File: config.mk
export PLATFORM = sky130hd
export DESIGN_NAME = servo_input_command_logic
export DESIGN_NICKNAME = d
export VERILOG_FILES = /design/src/hw/servo_input_pkg.sv /design/src/hw/servo_input_command_logic.sv /design/src/hw/term_edge.sv
export VERILOG_INCLUDE_DIRS = /design/src /design/src/hw
export SDC_FILE = /design/constraint.sdc
export NUM_CORES = 1
export LEC_CHECK = 0
export ABC_CLOCK_PERIOD_IN_PS = 7400
export BUFFER_PORTS_ARGS = -buffer_cell sky130_fd_sc_hd__buf_2
export CAP_MARGIN = 20
export CORE_MARGIN = 5
export CORE_UTILIZATION = 25
export CTS_CLUSTER_SIZE = 14
export DETAILED_ROUTE_END_ITERATION = 16
export SLEW_MARGIN = 20
export SYNTH_ARGS = -nofsm -noshare
export SYNTH_HDL_FRONTEND = slang
export SYNTH_SLANG_ARGS = --single-unit
export TNS_END_PERCENT = 5
File: constraint.sdc
create_clock -name clk -period 7.4 [get_ports clk]
set_clock_uncertainty 0.05 [all_clocks]
set_input_delay 0.37 -clock clk [delete_from_list [all_inputs] [get_ports clk]]
set_output_delay 0.37 -clock clk [all_outputs]
set_load 0.02 [all_outputs]
File: src/hw/servo_input_consts.svh
// Constants for the servo input command logic: offsets, fields, terminals, timing
`ifndef SERVO_INPUT_CONSTS_SVH
`define SERVO_INPUT_CONSTS_SVH

// Clock rate and hold time of the multi-turn clear input
`define CLK_KHZ         125000
`define MT_HOLD_MS      4000
`define MT_HOLD_CYC     (`MT_HOLD_MS * `CLK_KHZ)

// Input terminal positions (polarity bit index equals terminal index)
`define N_TERM          17
`define T_SERVO_ON      0
`define T_ALARM_RESET   1
`define T_HOME_REQ      2
`define T_HOME_LIMIT    3
`define T_PULSE_EN      4
`define T_ERR_CLEAR     5
`define T_FORWARD       6
`define T_REVERSE       7
`define T_SPEED_SEL1    8
`define T_SPEED_SEL2    9
`define T_GAIN_CHANGE   10
`define T_GEAR_SEL      11
`define T_ENC_CLEAR     12
`define T_EXT_FAULT     13
`define T_PROBE_A       14
`define T_PROBE_B       15
`define T_INDEX         16

// Homing mode setting codes
`define HM_OPTIONAL     3'h0
`define HM_SLOW_F       3'h1
`define HM_SLOW_R       3'h2
`define HM_FAST_A_F     3'h3
`define HM_FAST_A_R     3'h4
`define HM_FAST_IX_F    3'h5
`define HM_FAST_IX_R    3'h6

// Register byte offsets
`define REG_CTRL        8'h00
`define REG_POLARITY    8'h04
`define REG_HOME_OFF_HI 8'h08
`define REG_HOME_OFF_LO 8'h0c
`define REG_SPEED1      8'h10
`define REG_SPEED2      8'h14
`define REG_SPEED3      8'h18
`define REG_STATUS      8'h1c
`define REG_PROBE_A_HI  8'h20
`define REG_PROBE_A_LO  8'h24
`define REG_PROBE_B_HI  8'h28
`define REG_PROBE_B_LO  8'h2c
`define REG_CMD_POS     8'h30

// Control register fields
`define CTRL_HMODE_LSB  0
`define CTRL_BRAKE_BIT  3
`define CTRL_SRC_BIT    4

// Reset values
`define CTRL_RST        5'h00
`define POL_RST         17'h00000
`define HALF_RST        16'h0000

// Error code raised by the external fault input
`define ERR_NONE        8'h00
`define ERR_EXT_FAULT   8'h0c

`endif

File: src/hw/servo_input_pkg.sv
// Types shared by the servo input command logic
package servo_input_pkg;
  // Homing sequencer states
  typedef enum logic [1:0] {
    H_IDLE,
    H_RUN,
    H_WAIT_INDEX,
    H_DONE
  } home_state_t;
endpackage

File: src/hw/servo_input_command_logic.sv
// Servo input terminal interpreter: homing, pulse gate, speed select, probes
// Functional notes
// Homing runs only in position control mode
// Optional homing presets offset at limit on
// Low-speed homing moves, limit rise sets home
// Mode variant picks forward or reverse travel
// Fast homing one: limit rise sets home
// Fast homing two: first index after limit
// Request withdrawn: stop, homing stays incomplete
// Successful homing asserts positioning complete
// Without homing, power-up position is zero
// Homing loads offset even with absolute encoder
// Controller keeps first homing travel within 30 minutes
// Pulses counted only when gate, mode, source
// Error clear rising edge copies actual position
// Direction inputs sign selected multistage speed
// Gain change selects second gains, position only
// Gear select input picks second gear ratio
// Multi-turn clear after 4 s held on
// Controller holds encoder clear, then alarm reset
// External fault raises code 12, error state
// Controller drops fault input before alarm reset
// Probe edges capture position when program runs
// Polarity bit per terminal inverts active level
// Positioning complete drops at homing start
// Terminals sampled, edges from successive samples
//
// Added by the designer: the register offsets and register access over Wishbone.
`timescale 1ns/1ps
`default_nettype none
`include "servo_input_consts.svh"
module servo_input_command_logic #(
  parameter int MT_HOLD_CYC = `MT_HOLD_CYC
) (
  input  wire logic        clk,
  input  wire logic        rst,
  input  wire logic        ce,
  input  wire logic        wb_cyc_i,
  input  wire logic        wb_stb_i,
  input  wire logic        wb_we_i,
  input  wire logic [7:0]  wb_adr_i,
  input  wire logic [3:0]  wb_sel_i,
  input  wire logic [31:0] wb_dat_i,
  output logic      [31:0] wb_dat_o,
  output logic             wb_ack_o,
  input  wire logic [15:0] term_in,
  input  wire logic        encoder_index,
  input  wire logic        pos_mode,
  input  wire logic        in_position,
  input  wire logic        cmd_pulse,
  input  wire logic        cmd_dir,
  input  wire logic [31:0] actual_position,
  input  wire logic        prog_running,
  output logic             positioning_complete,
  output logic             homing_move,
  output logic             homing_reverse,
  output logic             homing_fast,
  output logic             pos_preset,
  output logic      [31:0] pos_preset_val,
  output logic      [31:0] cmd_position,
  output logic      [15:0] speed_cmd,
  output logic             gain_set2,
  output logic             gear_set2,
  output logic             enc_mt_clear,
  output logic      [7:0]  error_code,
  output logic             dyn_brake
);
  logic [4:0]  ctrl_r;              // Homing mode, braking select, source
  logic [16:0] pol_r;               // Open-active polarity per terminal
  logic [15:0] off_hi_r;            // Home offset high half
  logic [15:0] off_lo_r;            // Home offset low half
  logic [15:0] spd_r [3];           // Signed multistage speeds
  logic [31:0] prb_a_r;             // Probe A captured position
  logic [31:0] prb_b_r;             // Probe B captured position
  logic        ack_r;               // Bus acknowledge
  logic [31:0] rdat_r;              // Bus read data
  logic [16:0] lvl;                 // Active levels
  logic [16:0] rise;                // Off-to-on edges
  logic [16:0] fall;                // On-to-off edges
  servo_input_pkg::home_state_t hst_r;  // Homing state
  logic        homed_r;             // Homing finished since power-up
  logic        pcomp_r;             // Positioning complete
  logic        preset_r;            // Position preset strobe
  logic [31:0] preset_val_r;        // Value loaded with the strobe
  logic [31:0] cmd_pos_r;           // Position command
  logic [15:0] speed_r;             // Speed command
  logic        fault_r;             // Error state latched
  logic [31:0] mtc_cnt_r;           // Hold time of encoder clear
  logic        mtc_r;               // Multi-turn clear strobe
  logic        bus_req;             // New bus cycle this edge
  logic        wr;                  // Write accepted this edge
  logic        home_ok;             // Homing may run
  logic        busy;                // Homing sequence in flight
  logic [2:0]  hmode;               // Homing mode setting
  logic        src_prog;            // Program position source
  logic [31:0] offset;              // Full home offset

  // Byte-lane merge for the 16-bit registers
  function automatic logic [15:0] merge16(input logic [15:0] old, input logic [31:0] d, input logic [3:0] s);
    merge16 = {s[1] ? d[15:8] : old[15:8], s[0] ? d[7:0] : old[7:0]};
  endfunction

  assign hmode    = ctrl_r[`CTRL_HMODE_LSB +: 3];
  assign src_prog = ctrl_r[`CTRL_SRC_BIT];
  assign offset   = {off_hi_r, off_lo_r};
  assign bus_req  = wb_cyc_i & wb_stb_i & ~ack_r;
  assign wr       = wb_cyc_i & wb_stb_i & wb_we_i & ack_r & ce;  // Lands on the edge the master sees ack

  // polarity per terminal
  term_edge #(.W(`N_TERM)) u_edge (
    .clk  (clk),
    .rst  (rst),
    .ce   (ce),
    .raw  ({encoder_index, term_in} ^ pol_r),
    .lvl  (lvl),
    .rise (rise),
    .fall (fall)
  );

  // Acknowledge one cycle after the request; dropped the cycle after
  always_ff @(posedge clk) begin
    if (rst) begin
      ack_r <= 1'b0;
    end else if (ce) begin
      ack_r <= bus_req;
    end
  end

  // Configuration registers written by software
  always_ff @(posedge clk) begin
    if (rst) begin
      ctrl_r   <= `CTRL_RST;
      pol_r    <= `POL_RST;
      off_hi_r <= `HALF_RST;
      off_lo_r <= `HALF_RST;
      spd_r[0] <= `HALF_RST;
      spd_r[1] <= `HALF_RST;
      spd_r[2] <= `HALF_RST;
    end else if (wr) begin
      unique case (wb_adr_i)
        `REG_CTRL: begin
          if (wb_sel_i[0]) begin
            ctrl_r <= wb_dat_i[4:0];
          end
        end
        `REG_POLARITY: begin
          pol_r <= {wb_sel_i[2] ? wb_dat_i[16] : pol_r[16], merge16(pol_r[15:0], wb_dat_i, wb_sel_i)};
        end
        `REG_HOME_OFF_HI: off_hi_r <= merge16(off_hi_r, wb_dat_i, wb_sel_i);
        `REG_HOME_OFF_LO: off_lo_r <= merge16(off_lo_r, wb_dat_i, wb_sel_i);
        `REG_SPEED1:      spd_r[0] <= merge16(spd_r[0], wb_dat_i, wb_sel_i);
        `REG_SPEED2:      spd_r[1] <= merge16(spd_r[1], wb_dat_i, wb_sel_i);
        `REG_SPEED3:      spd_r[2] <= merge16(spd_r[2], wb_dat_i, wb_sel_i);
        // Read-only and unmapped words ignore writes
        default: ;
      endcase
    end
  end

  // Read mux, registered so data lines up with the acknowledge
  always_ff @(posedge clk) begin
    if (rst) begin
      rdat_r <= '0;
    end else if (ce && bus_req) begin
      unique case (wb_adr_i)
        `REG_CTRL:        rdat_r <= {27'h0, ctrl_r};
        `REG_POLARITY:    rdat_r <= {15'h0, pol_r};
        `REG_HOME_OFF_HI: rdat_r <= {16'h0, off_hi_r};
        `REG_HOME_OFF_LO: rdat_r <= {16'h0, off_lo_r};
        `REG_SPEED1:      rdat_r <= {16'h0, spd_r[0]};
        `REG_SPEED2:      rdat_r <= {16'h0, spd_r[1]};
        `REG_SPEED3:      rdat_r <= {16'h0, spd_r[2]};
        `REG_STATUS:      rdat_r <= {26'h0, gear_set2, gain_set2, fault_r, pcomp_r, busy, homed_r};
        `REG_PROBE_A_HI:  rdat_r <= {16'h0, prb_a_r[31:16]};
        `REG_PROBE_A_LO:  rdat_r <= {16'h0, prb_a_r[15:0]};
        `REG_PROBE_B_HI:  rdat_r <= {16'h0, prb_b_r[31:16]};
        `REG_PROBE_B_LO:  rdat_r <= {16'h0, prb_b_r[15:0]};
        `REG_CMD_POS:     rdat_r <= cmd_pos_r;
        // Unmapped words read as zero
        default:          rdat_r <= '0;
      endcase
    end
  end

  // homing needs position mode and servo on
  assign home_ok = pos_mode & lvl[`T_SERVO_ON];
  assign busy    = (hst_r == servo_input_pkg::H_RUN) || (hst_r == servo_input_pkg::H_WAIT_INDEX);

  // Homing sequencer; a lost request or mode aborts without marking home
  always_ff @(posedge clk) begin
    if (rst) begin
      hst_r <= servo_input_pkg::H_IDLE;
    end else if (ce) begin
      unique case (hst_r)
        servo_input_pkg::H_IDLE: begin
          // start only in position mode
          if (home_ok && rise[`T_HOME_REQ]) begin
            hst_r <= servo_input_pkg::H_RUN;
          end
        end
        servo_input_pkg::H_RUN: begin
          // withdrawn request stops homing
          if (!home_ok || !lvl[`T_HOME_REQ]) begin
            hst_r <= servo_input_pkg::H_IDLE;
          end else if (rise[`T_HOME_LIMIT]) begin
            // index modes wait for phase Z
            if (hmode == `HM_FAST_IX_F || hmode == `HM_FAST_IX_R) begin
              hst_r <= servo_input_pkg::H_WAIT_INDEX;
            end else begin
              hst_r <= servo_input_pkg::H_DONE;
            end
          end
        end
        servo_input_pkg::H_WAIT_INDEX: begin
          if (!home_ok || !lvl[`T_HOME_REQ]) begin
            hst_r <= servo_input_pkg::H_IDLE;
          end else if (rise[`T_INDEX]) begin
            hst_r <= servo_input_pkg::H_DONE;
          end
        end
        servo_input_pkg::H_DONE: begin
          // Held until the request is released
          if (!home_ok || !lvl[`T_HOME_REQ]) begin
            hst_r <= servo_input_pkg::H_IDLE;
          end
        end
      endcase
    end
  end

  // offset preset at the home event
  always_ff @(posedge clk) begin
    if (rst) begin
      preset_r     <= 1'b0;
      preset_val_r <= '0;
      homed_r      <= 1'b0;
    end else if (ce) begin
      preset_r <= 1'b0;
      if (home_ok && lvl[`T_HOME_REQ] &&
          ((hst_r == servo_input_pkg::H_RUN && rise[`T_HOME_LIMIT] &&
            hmode != `HM_FAST_IX_F && hmode != `HM_FAST_IX_R) ||
           (hst_r == servo_input_pkg::H_WAIT_INDEX && rise[`T_INDEX]))) begin
        preset_r     <= 1'b1;
        preset_val_r <= offset;
        homed_r      <= 1'b1;
      end
    end
  end

  // travel direction and speed class; optional mode does not move
  assign homing_move    = busy && hst_r == servo_input_pkg::H_RUN && hmode != `HM_OPTIONAL ||
                          hst_r == servo_input_pkg::H_WAIT_INDEX;
  assign homing_reverse = (hmode == `HM_SLOW_R) || (hmode == `HM_FAST_A_R) || (hmode == `HM_FAST_IX_R);
  assign homing_fast    = (hmode >= `HM_FAST_A_F);

  // complete held while homed and requested, low during homing
  always_ff @(posedge clk) begin
    if (rst) begin
      pcomp_r <= 1'b0;
    end else if (ce) begin
      pcomp_r <= home_ok && ((hst_r == servo_input_pkg::H_DONE) ||
                             (hst_r == servo_input_pkg::H_IDLE && in_position));
    end
  end

  // position command; the clear edge wins over a pulse
  always_ff @(posedge clk) begin
    if (rst) begin
      cmd_pos_r <= '0;
    end else if (ce) begin
      if (pos_mode && rise[`T_ERR_CLEAR]) begin
        cmd_pos_r <= actual_position;
      end else if (pos_mode && !src_prog && lvl[`T_PULSE_EN] && cmd_pulse) begin
        cmd_pos_r <= cmd_dir ? cmd_pos_r - 32'h1 : cmd_pos_r + 32'h1;
      end
    end
  end

  // signed multistage speed; both or neither direction gives zero
  always_ff @(posedge clk) begin
    if (rst) begin
      speed_r <= '0;
    end else if (ce) begin
      if (!lvl[`T_SERVO_ON] || (lvl[`T_FORWARD] == lvl[`T_REVERSE]) ||
          lvl[`T_SPEED_SEL2:`T_SPEED_SEL1] == 2'h0) begin
        speed_r <= '0;
      end else if (lvl[`T_REVERSE]) begin
        speed_r <= 16'h0 - spd_r[lvl[`T_SPEED_SEL2:`T_SPEED_SEL1] - 2'h1];
      end else begin
        speed_r <= spd_r[lvl[`T_SPEED_SEL2:`T_SPEED_SEL1] - 2'h1];
      end
    end
  end

  // multi-turn clear fires once after the hold time
  always_ff @(posedge clk) begin
    if (rst) begin
      mtc_cnt_r <= '0;
      mtc_r     <= 1'b0;
    end else if (ce) begin
      mtc_r <= 1'b0;
      if (!lvl[`T_ENC_CLEAR]) begin
        mtc_cnt_r <= '0;
      end else if (mtc_cnt_r < MT_HOLD_CYC) begin
        mtc_cnt_r <= mtc_cnt_r + 32'h1;
        mtc_r     <= (mtc_cnt_r == MT_HOLD_CYC - 1);
      end
    end
  end

  // fault latch; alarm reset clears only with the input released
  always_ff @(posedge clk) begin
    if (rst) begin
      fault_r <= 1'b0;
    end else if (ce) begin
      if (lvl[`T_EXT_FAULT]) begin
        fault_r <= 1'b1;
      end else if (rise[`T_ALARM_RESET]) begin
        fault_r <= 1'b0;
      end
    end
  end

  // probe captures on either edge while the program runs
  always_ff @(posedge clk) begin
    if (rst) begin
      prb_a_r <= '0;
      prb_b_r <= '0;
    end else if (ce && src_prog && prog_running) begin
      if (rise[`T_PROBE_A] || fall[`T_PROBE_A]) begin
        prb_a_r <= actual_position;
      end
      if (rise[`T_PROBE_B] || fall[`T_PROBE_B]) begin
        prb_b_r <= actual_position;
      end
    end
  end

  // gain and gear selection
  assign gain_set2 = lvl[`T_GAIN_CHANGE] & pos_mode;
  assign gear_set2 = lvl[`T_GEAR_SEL];

  // Output drive
  assign wb_ack_o             = ack_r;
  assign wb_dat_o             = rdat_r;
  assign positioning_complete = pcomp_r;
  assign pos_preset           = preset_r;
  // value is zero until a homing completes
  assign pos_preset_val       = preset_val_r;
  assign cmd_position         = cmd_pos_r;
  assign speed_cmd            = speed_r;
  assign enc_mt_clear         = mtc_r;
  assign error_code           = fault_r ? `ERR_EXT_FAULT : `ERR_NONE;
  assign dyn_brake            = fault_r & ctrl_r[`CTRL_BRAKE_BIT];
endmodule
`default_nettype wire

File: src/hw/term_edge.sv
// Terminal sampler: one sample stage plus previous sample for edge detection
`timescale 1ns/1ps
`default_nettype none
module term_edge #(
  parameter int W = 17
) (
  input  wire logic         clk,
  input  wire logic         rst,
  input  wire logic         ce,
  input  wire logic [W-1:0] raw,
  output logic      [W-1:0] lvl,
  output logic      [W-1:0] rise,
  output logic      [W-1:0] fall
);
  logic [W-1:0] cur_r;   // Current sample
  logic [W-1:0] prev_r;  // Sample one enabled cycle earlier

  // Sample the polarity-corrected terminals every enabled cycle
  always_ff @(posedge clk) begin
    if (rst) begin
      cur_r  <= '0;
      prev_r <= '0;
    end else if (ce) begin
      cur_r  <= raw;
      prev_r <= cur_r;
    end
  end

  // edges from successive samples
  // Edges are one-cycle terms from two flops, so a held level fires once
  assign lvl  = cur_r;
  assign rise = cur_r & ~prev_r & {W{ce}};
  assign fall = ~cur_r & prev_r & {W{ce}};
endmodule
`default_nettype wire

==> results.ini <==
[floorplan]
ios = 234
rows = 93
die_area_um2 = 70100
initial_core_util_pct = 25.2
die_width_um = 265
coreArea_um2 = 64300
die_h_um = 265

[finish]
fillers = 6678
final_nets = 2137
drive_gt1_share_pct = 16.9
area.growth.synth_to_final_pct = 20.6
final_util_pct = 30.4

[cts]
root_buffer = clkbuf_16
clkSlewWorstSetupHoldPaths_ns = 0.06
numCtsBuffers = 40
hold_buffers = 0
post_cts_resized = 0
clockBufferDepth = 3
clock_sinks = 342
clock_latency_ns = 0.57
htreeDepth = 2
post_cts_buffers = 0
cts_tree = done

[global_route]
grt.total_usage_pct = 16.9
antenna_found_initial = 16
grt-ovfl-total = 0
grt_pass1_wl_um = 90900
grt_max_degree = 192
grt_pass1_vias = 13874

[hold_path]
min_path_type = in2reg

[timing]
period_share_pct = 55.6
tightest_slew_ns = 1.13
rsz0062_at_grt = false
setup_viol = 0
fin_crit_ns = 4.12
slew_viol_final = 0
relSlewSlack_pct = 24.7
max_freq_ghz = 0.243
hold_violations = 0
finalSetupTns_ns = 0

[logic_synthesis]
syn_area_per_cell_um2 = 8.89
yosysWarnings = 0
ys_ff_latch = 342
ys.flop_type = dfxtp_1
synth.most_common_cell = dfxtp_1
synth_top_cell_by_area = dfxtp_1
synthCells = 1826
synth_edf_count = 48
syn_area_um2 = 16200
ys_top_cells_by_count = dfxtp_1, nand2_1, nor2_1, a21oi_1, mux2i_1
ys_seq_area_share_pct = 45.1
async_reset_ff_share_pct = 0
synth_area_leaders = dfxtp_1, edfxtp_1, mux2i_1, nand2_1, nor2_1
synth_cell_types = 73
yosys.area.top_type_share_pct = 36.3

[worst_setup_path]
cp_cell_sequence = inv_1 > ha_1 > mux2i_1 > nand4_1 > nor2_2 > nand3_2 > or3_4 > o21ai_2 > xnor2_1 > a22o_1
start_kind = flop
worstSetupPathType = reg2reg
worstPathRequired_ns = 7.82
critPathMaxFanout = 28
cpPeakStageDelay_ns = 1.06
end_kind = flop
critPathArrivalTime_ns = 4.54
cpMaxStageDelayCell = dfxtp_1

[placed_design]
dpl.hpwl_um = 46800
portBuffers = 211
gp_congestion = 0.936

[pwr]
switching_share_pct = 25.9
p_int_w = 0.00328
comb_power_share_pct = 9.3
ir_drop_mv = 0.177
p_leak_nw = 7.25
p_per_area_nw_per_um2 = 226
seqPwrFrac_pct = 44.0
pwr-share-clk_pct = 46.6
switchingPower_w = 0.00115

[routing]
postRouteAntennaNets = 0
via_count = 14830
wl_per_cell_um = 21.6
dr.pass1.iters = 6
drc_errors = 0
via_per_inst = 5.14
wirelength_um = 62300
drt-initial-drc-count = 1749

[run]
cap_violations = 0

[outcome]
status = finished, final reports clean

cells in the final DEF (no fill, tap or decap), types with 15 or more instances in the layout:
cell type,instances
dfxtp_1,294
nand2_1,253
nor2_1,236
buf_2,210
a21oi_1,143
mux2i_1,121
o21ai_0,54
xnor2_1,49
edfxtp_1,48
nand3_1,46
clkbuf_16,41
ha_1,37
a22oi_1,35
a211oi_1,34
xor2_1,33
a311oi_1,26
and2_1,25
buf_4,25
nor3_1,23
a21o_1,17
inv_1,15
cells by family (layout without fill, tap and decap cells):
family,after synthesis,count (layout),synth area share [%]
DFF,342,342,45.1
adders and majority gates,38,38,2.98
other,1,14,0.0231
buffers and inverters,131,324,3.33
AOI/OAI and AO/OA,425,425,17.5
xor gates and xnor gates,82,82,4.42
and+or+nand+nor,679,679,18.5
muxes,128,128,8.05
layer usage:
layer / track usage (%) / share of wire (%) / vias up
met2: 26.6 / 45 / 645
met5: 0 / 0.11 / -
met4: 5.93 / 4.0 / 10
li1: - / - / 6881
met3: 5.31 / 10 / 114
met1: 21.9 / 41 / 7180
cell type report:
cell class              instances  area [µm²]  share of cell area [%]
multi-input cells            1358        8420                    43.0
flip-flops and latches        342        7330                    37.4
repair buffers                238        1300                    6.64
clock buffers                  52        1130                    5.76
well taps                     855        1070                    5.47
clock inverters                19         245                    1.25
inverters                      15        56.3                   0.288
diodes                          8        20.0                   0.102
worst max-delay path: cells and delay by family (launching register included):
family | cells | cell delay [ns]
mux | 1 | 0.42
xor+xnor | 1 | 0.08
fa+ha+maj | 1 | 1.01
buf+inv | 1 | 0.11
flops | 1 | 1.06
simple gates | 4 | 0.90
compound gates | 2 | 0.38
state kept, by name, summed over array words and instances (netlist names), 2 cells and up:
name	flops
cmd_position	32
speed_cmd	16
hst_r	2
mtc_cnt_r	32
prb_a_r	32
ctrl_r	5
off_lo_r	16
u_edge.lvl	17
off_hi_r	16
pol_r	17
u_edge.prev_r	7
pos_preset_val	32
wb_dat_o	32
spd_r	48
prb_b_r	32
final timing paths:
check | from | to | slack, ns | depth (start not counted)
worst max-delay path | u_edge.lvl[8] | speed_cmd[15] | 3.28 | 10
worst min-delay path | actual_position[3] | prb_a_r[3] | 0.02 | 3
worst max register to register | u_edge.lvl[8] | speed_cmd[15] | 3.28 | 10
worst min register to register | wb_dat_o[19] | wb_dat_o[19] | 0.40 | 2
stage by stage:
step / power, W / worst slack [ns] / area, µm² / cells / hold WS (ns)
2_1_floorplan: 0.00224 / 4.43 / 16200 / 1831 / 0.380
3_3_place_gp: 0.00239 / 3.31 / 18100 / 2807 / 0.387
3_5_place_dp: 0.00240 / 3.33 / 18100 / 2807 / 0.391
4_1_cts: 0.00446 / 3.32 / 19500 / 2878 / 0.00245
5_1_grt: 0.00458 / 3.05 / 19600 / 2879 / 0.0226
6_report: 0.00443 / 3.28 / 19600 / 2887 / 0.0225
power groups by stage:
stage          Clock, W  Sequential, W  Combinational [W]
2_1_floorplan         0        0.00199           0.000248
3_3_place_gp          0        0.00199           0.000398
3_5_place_dp          0        0.00199           0.000407
4_1_cts         0.00210        0.00195           0.000408
5_1_grt         0.00218        0.00195           0.000448
6_report        0.00206        0.00195           0.000413
No activity file was read; power rests on OpenSTA's default activity.
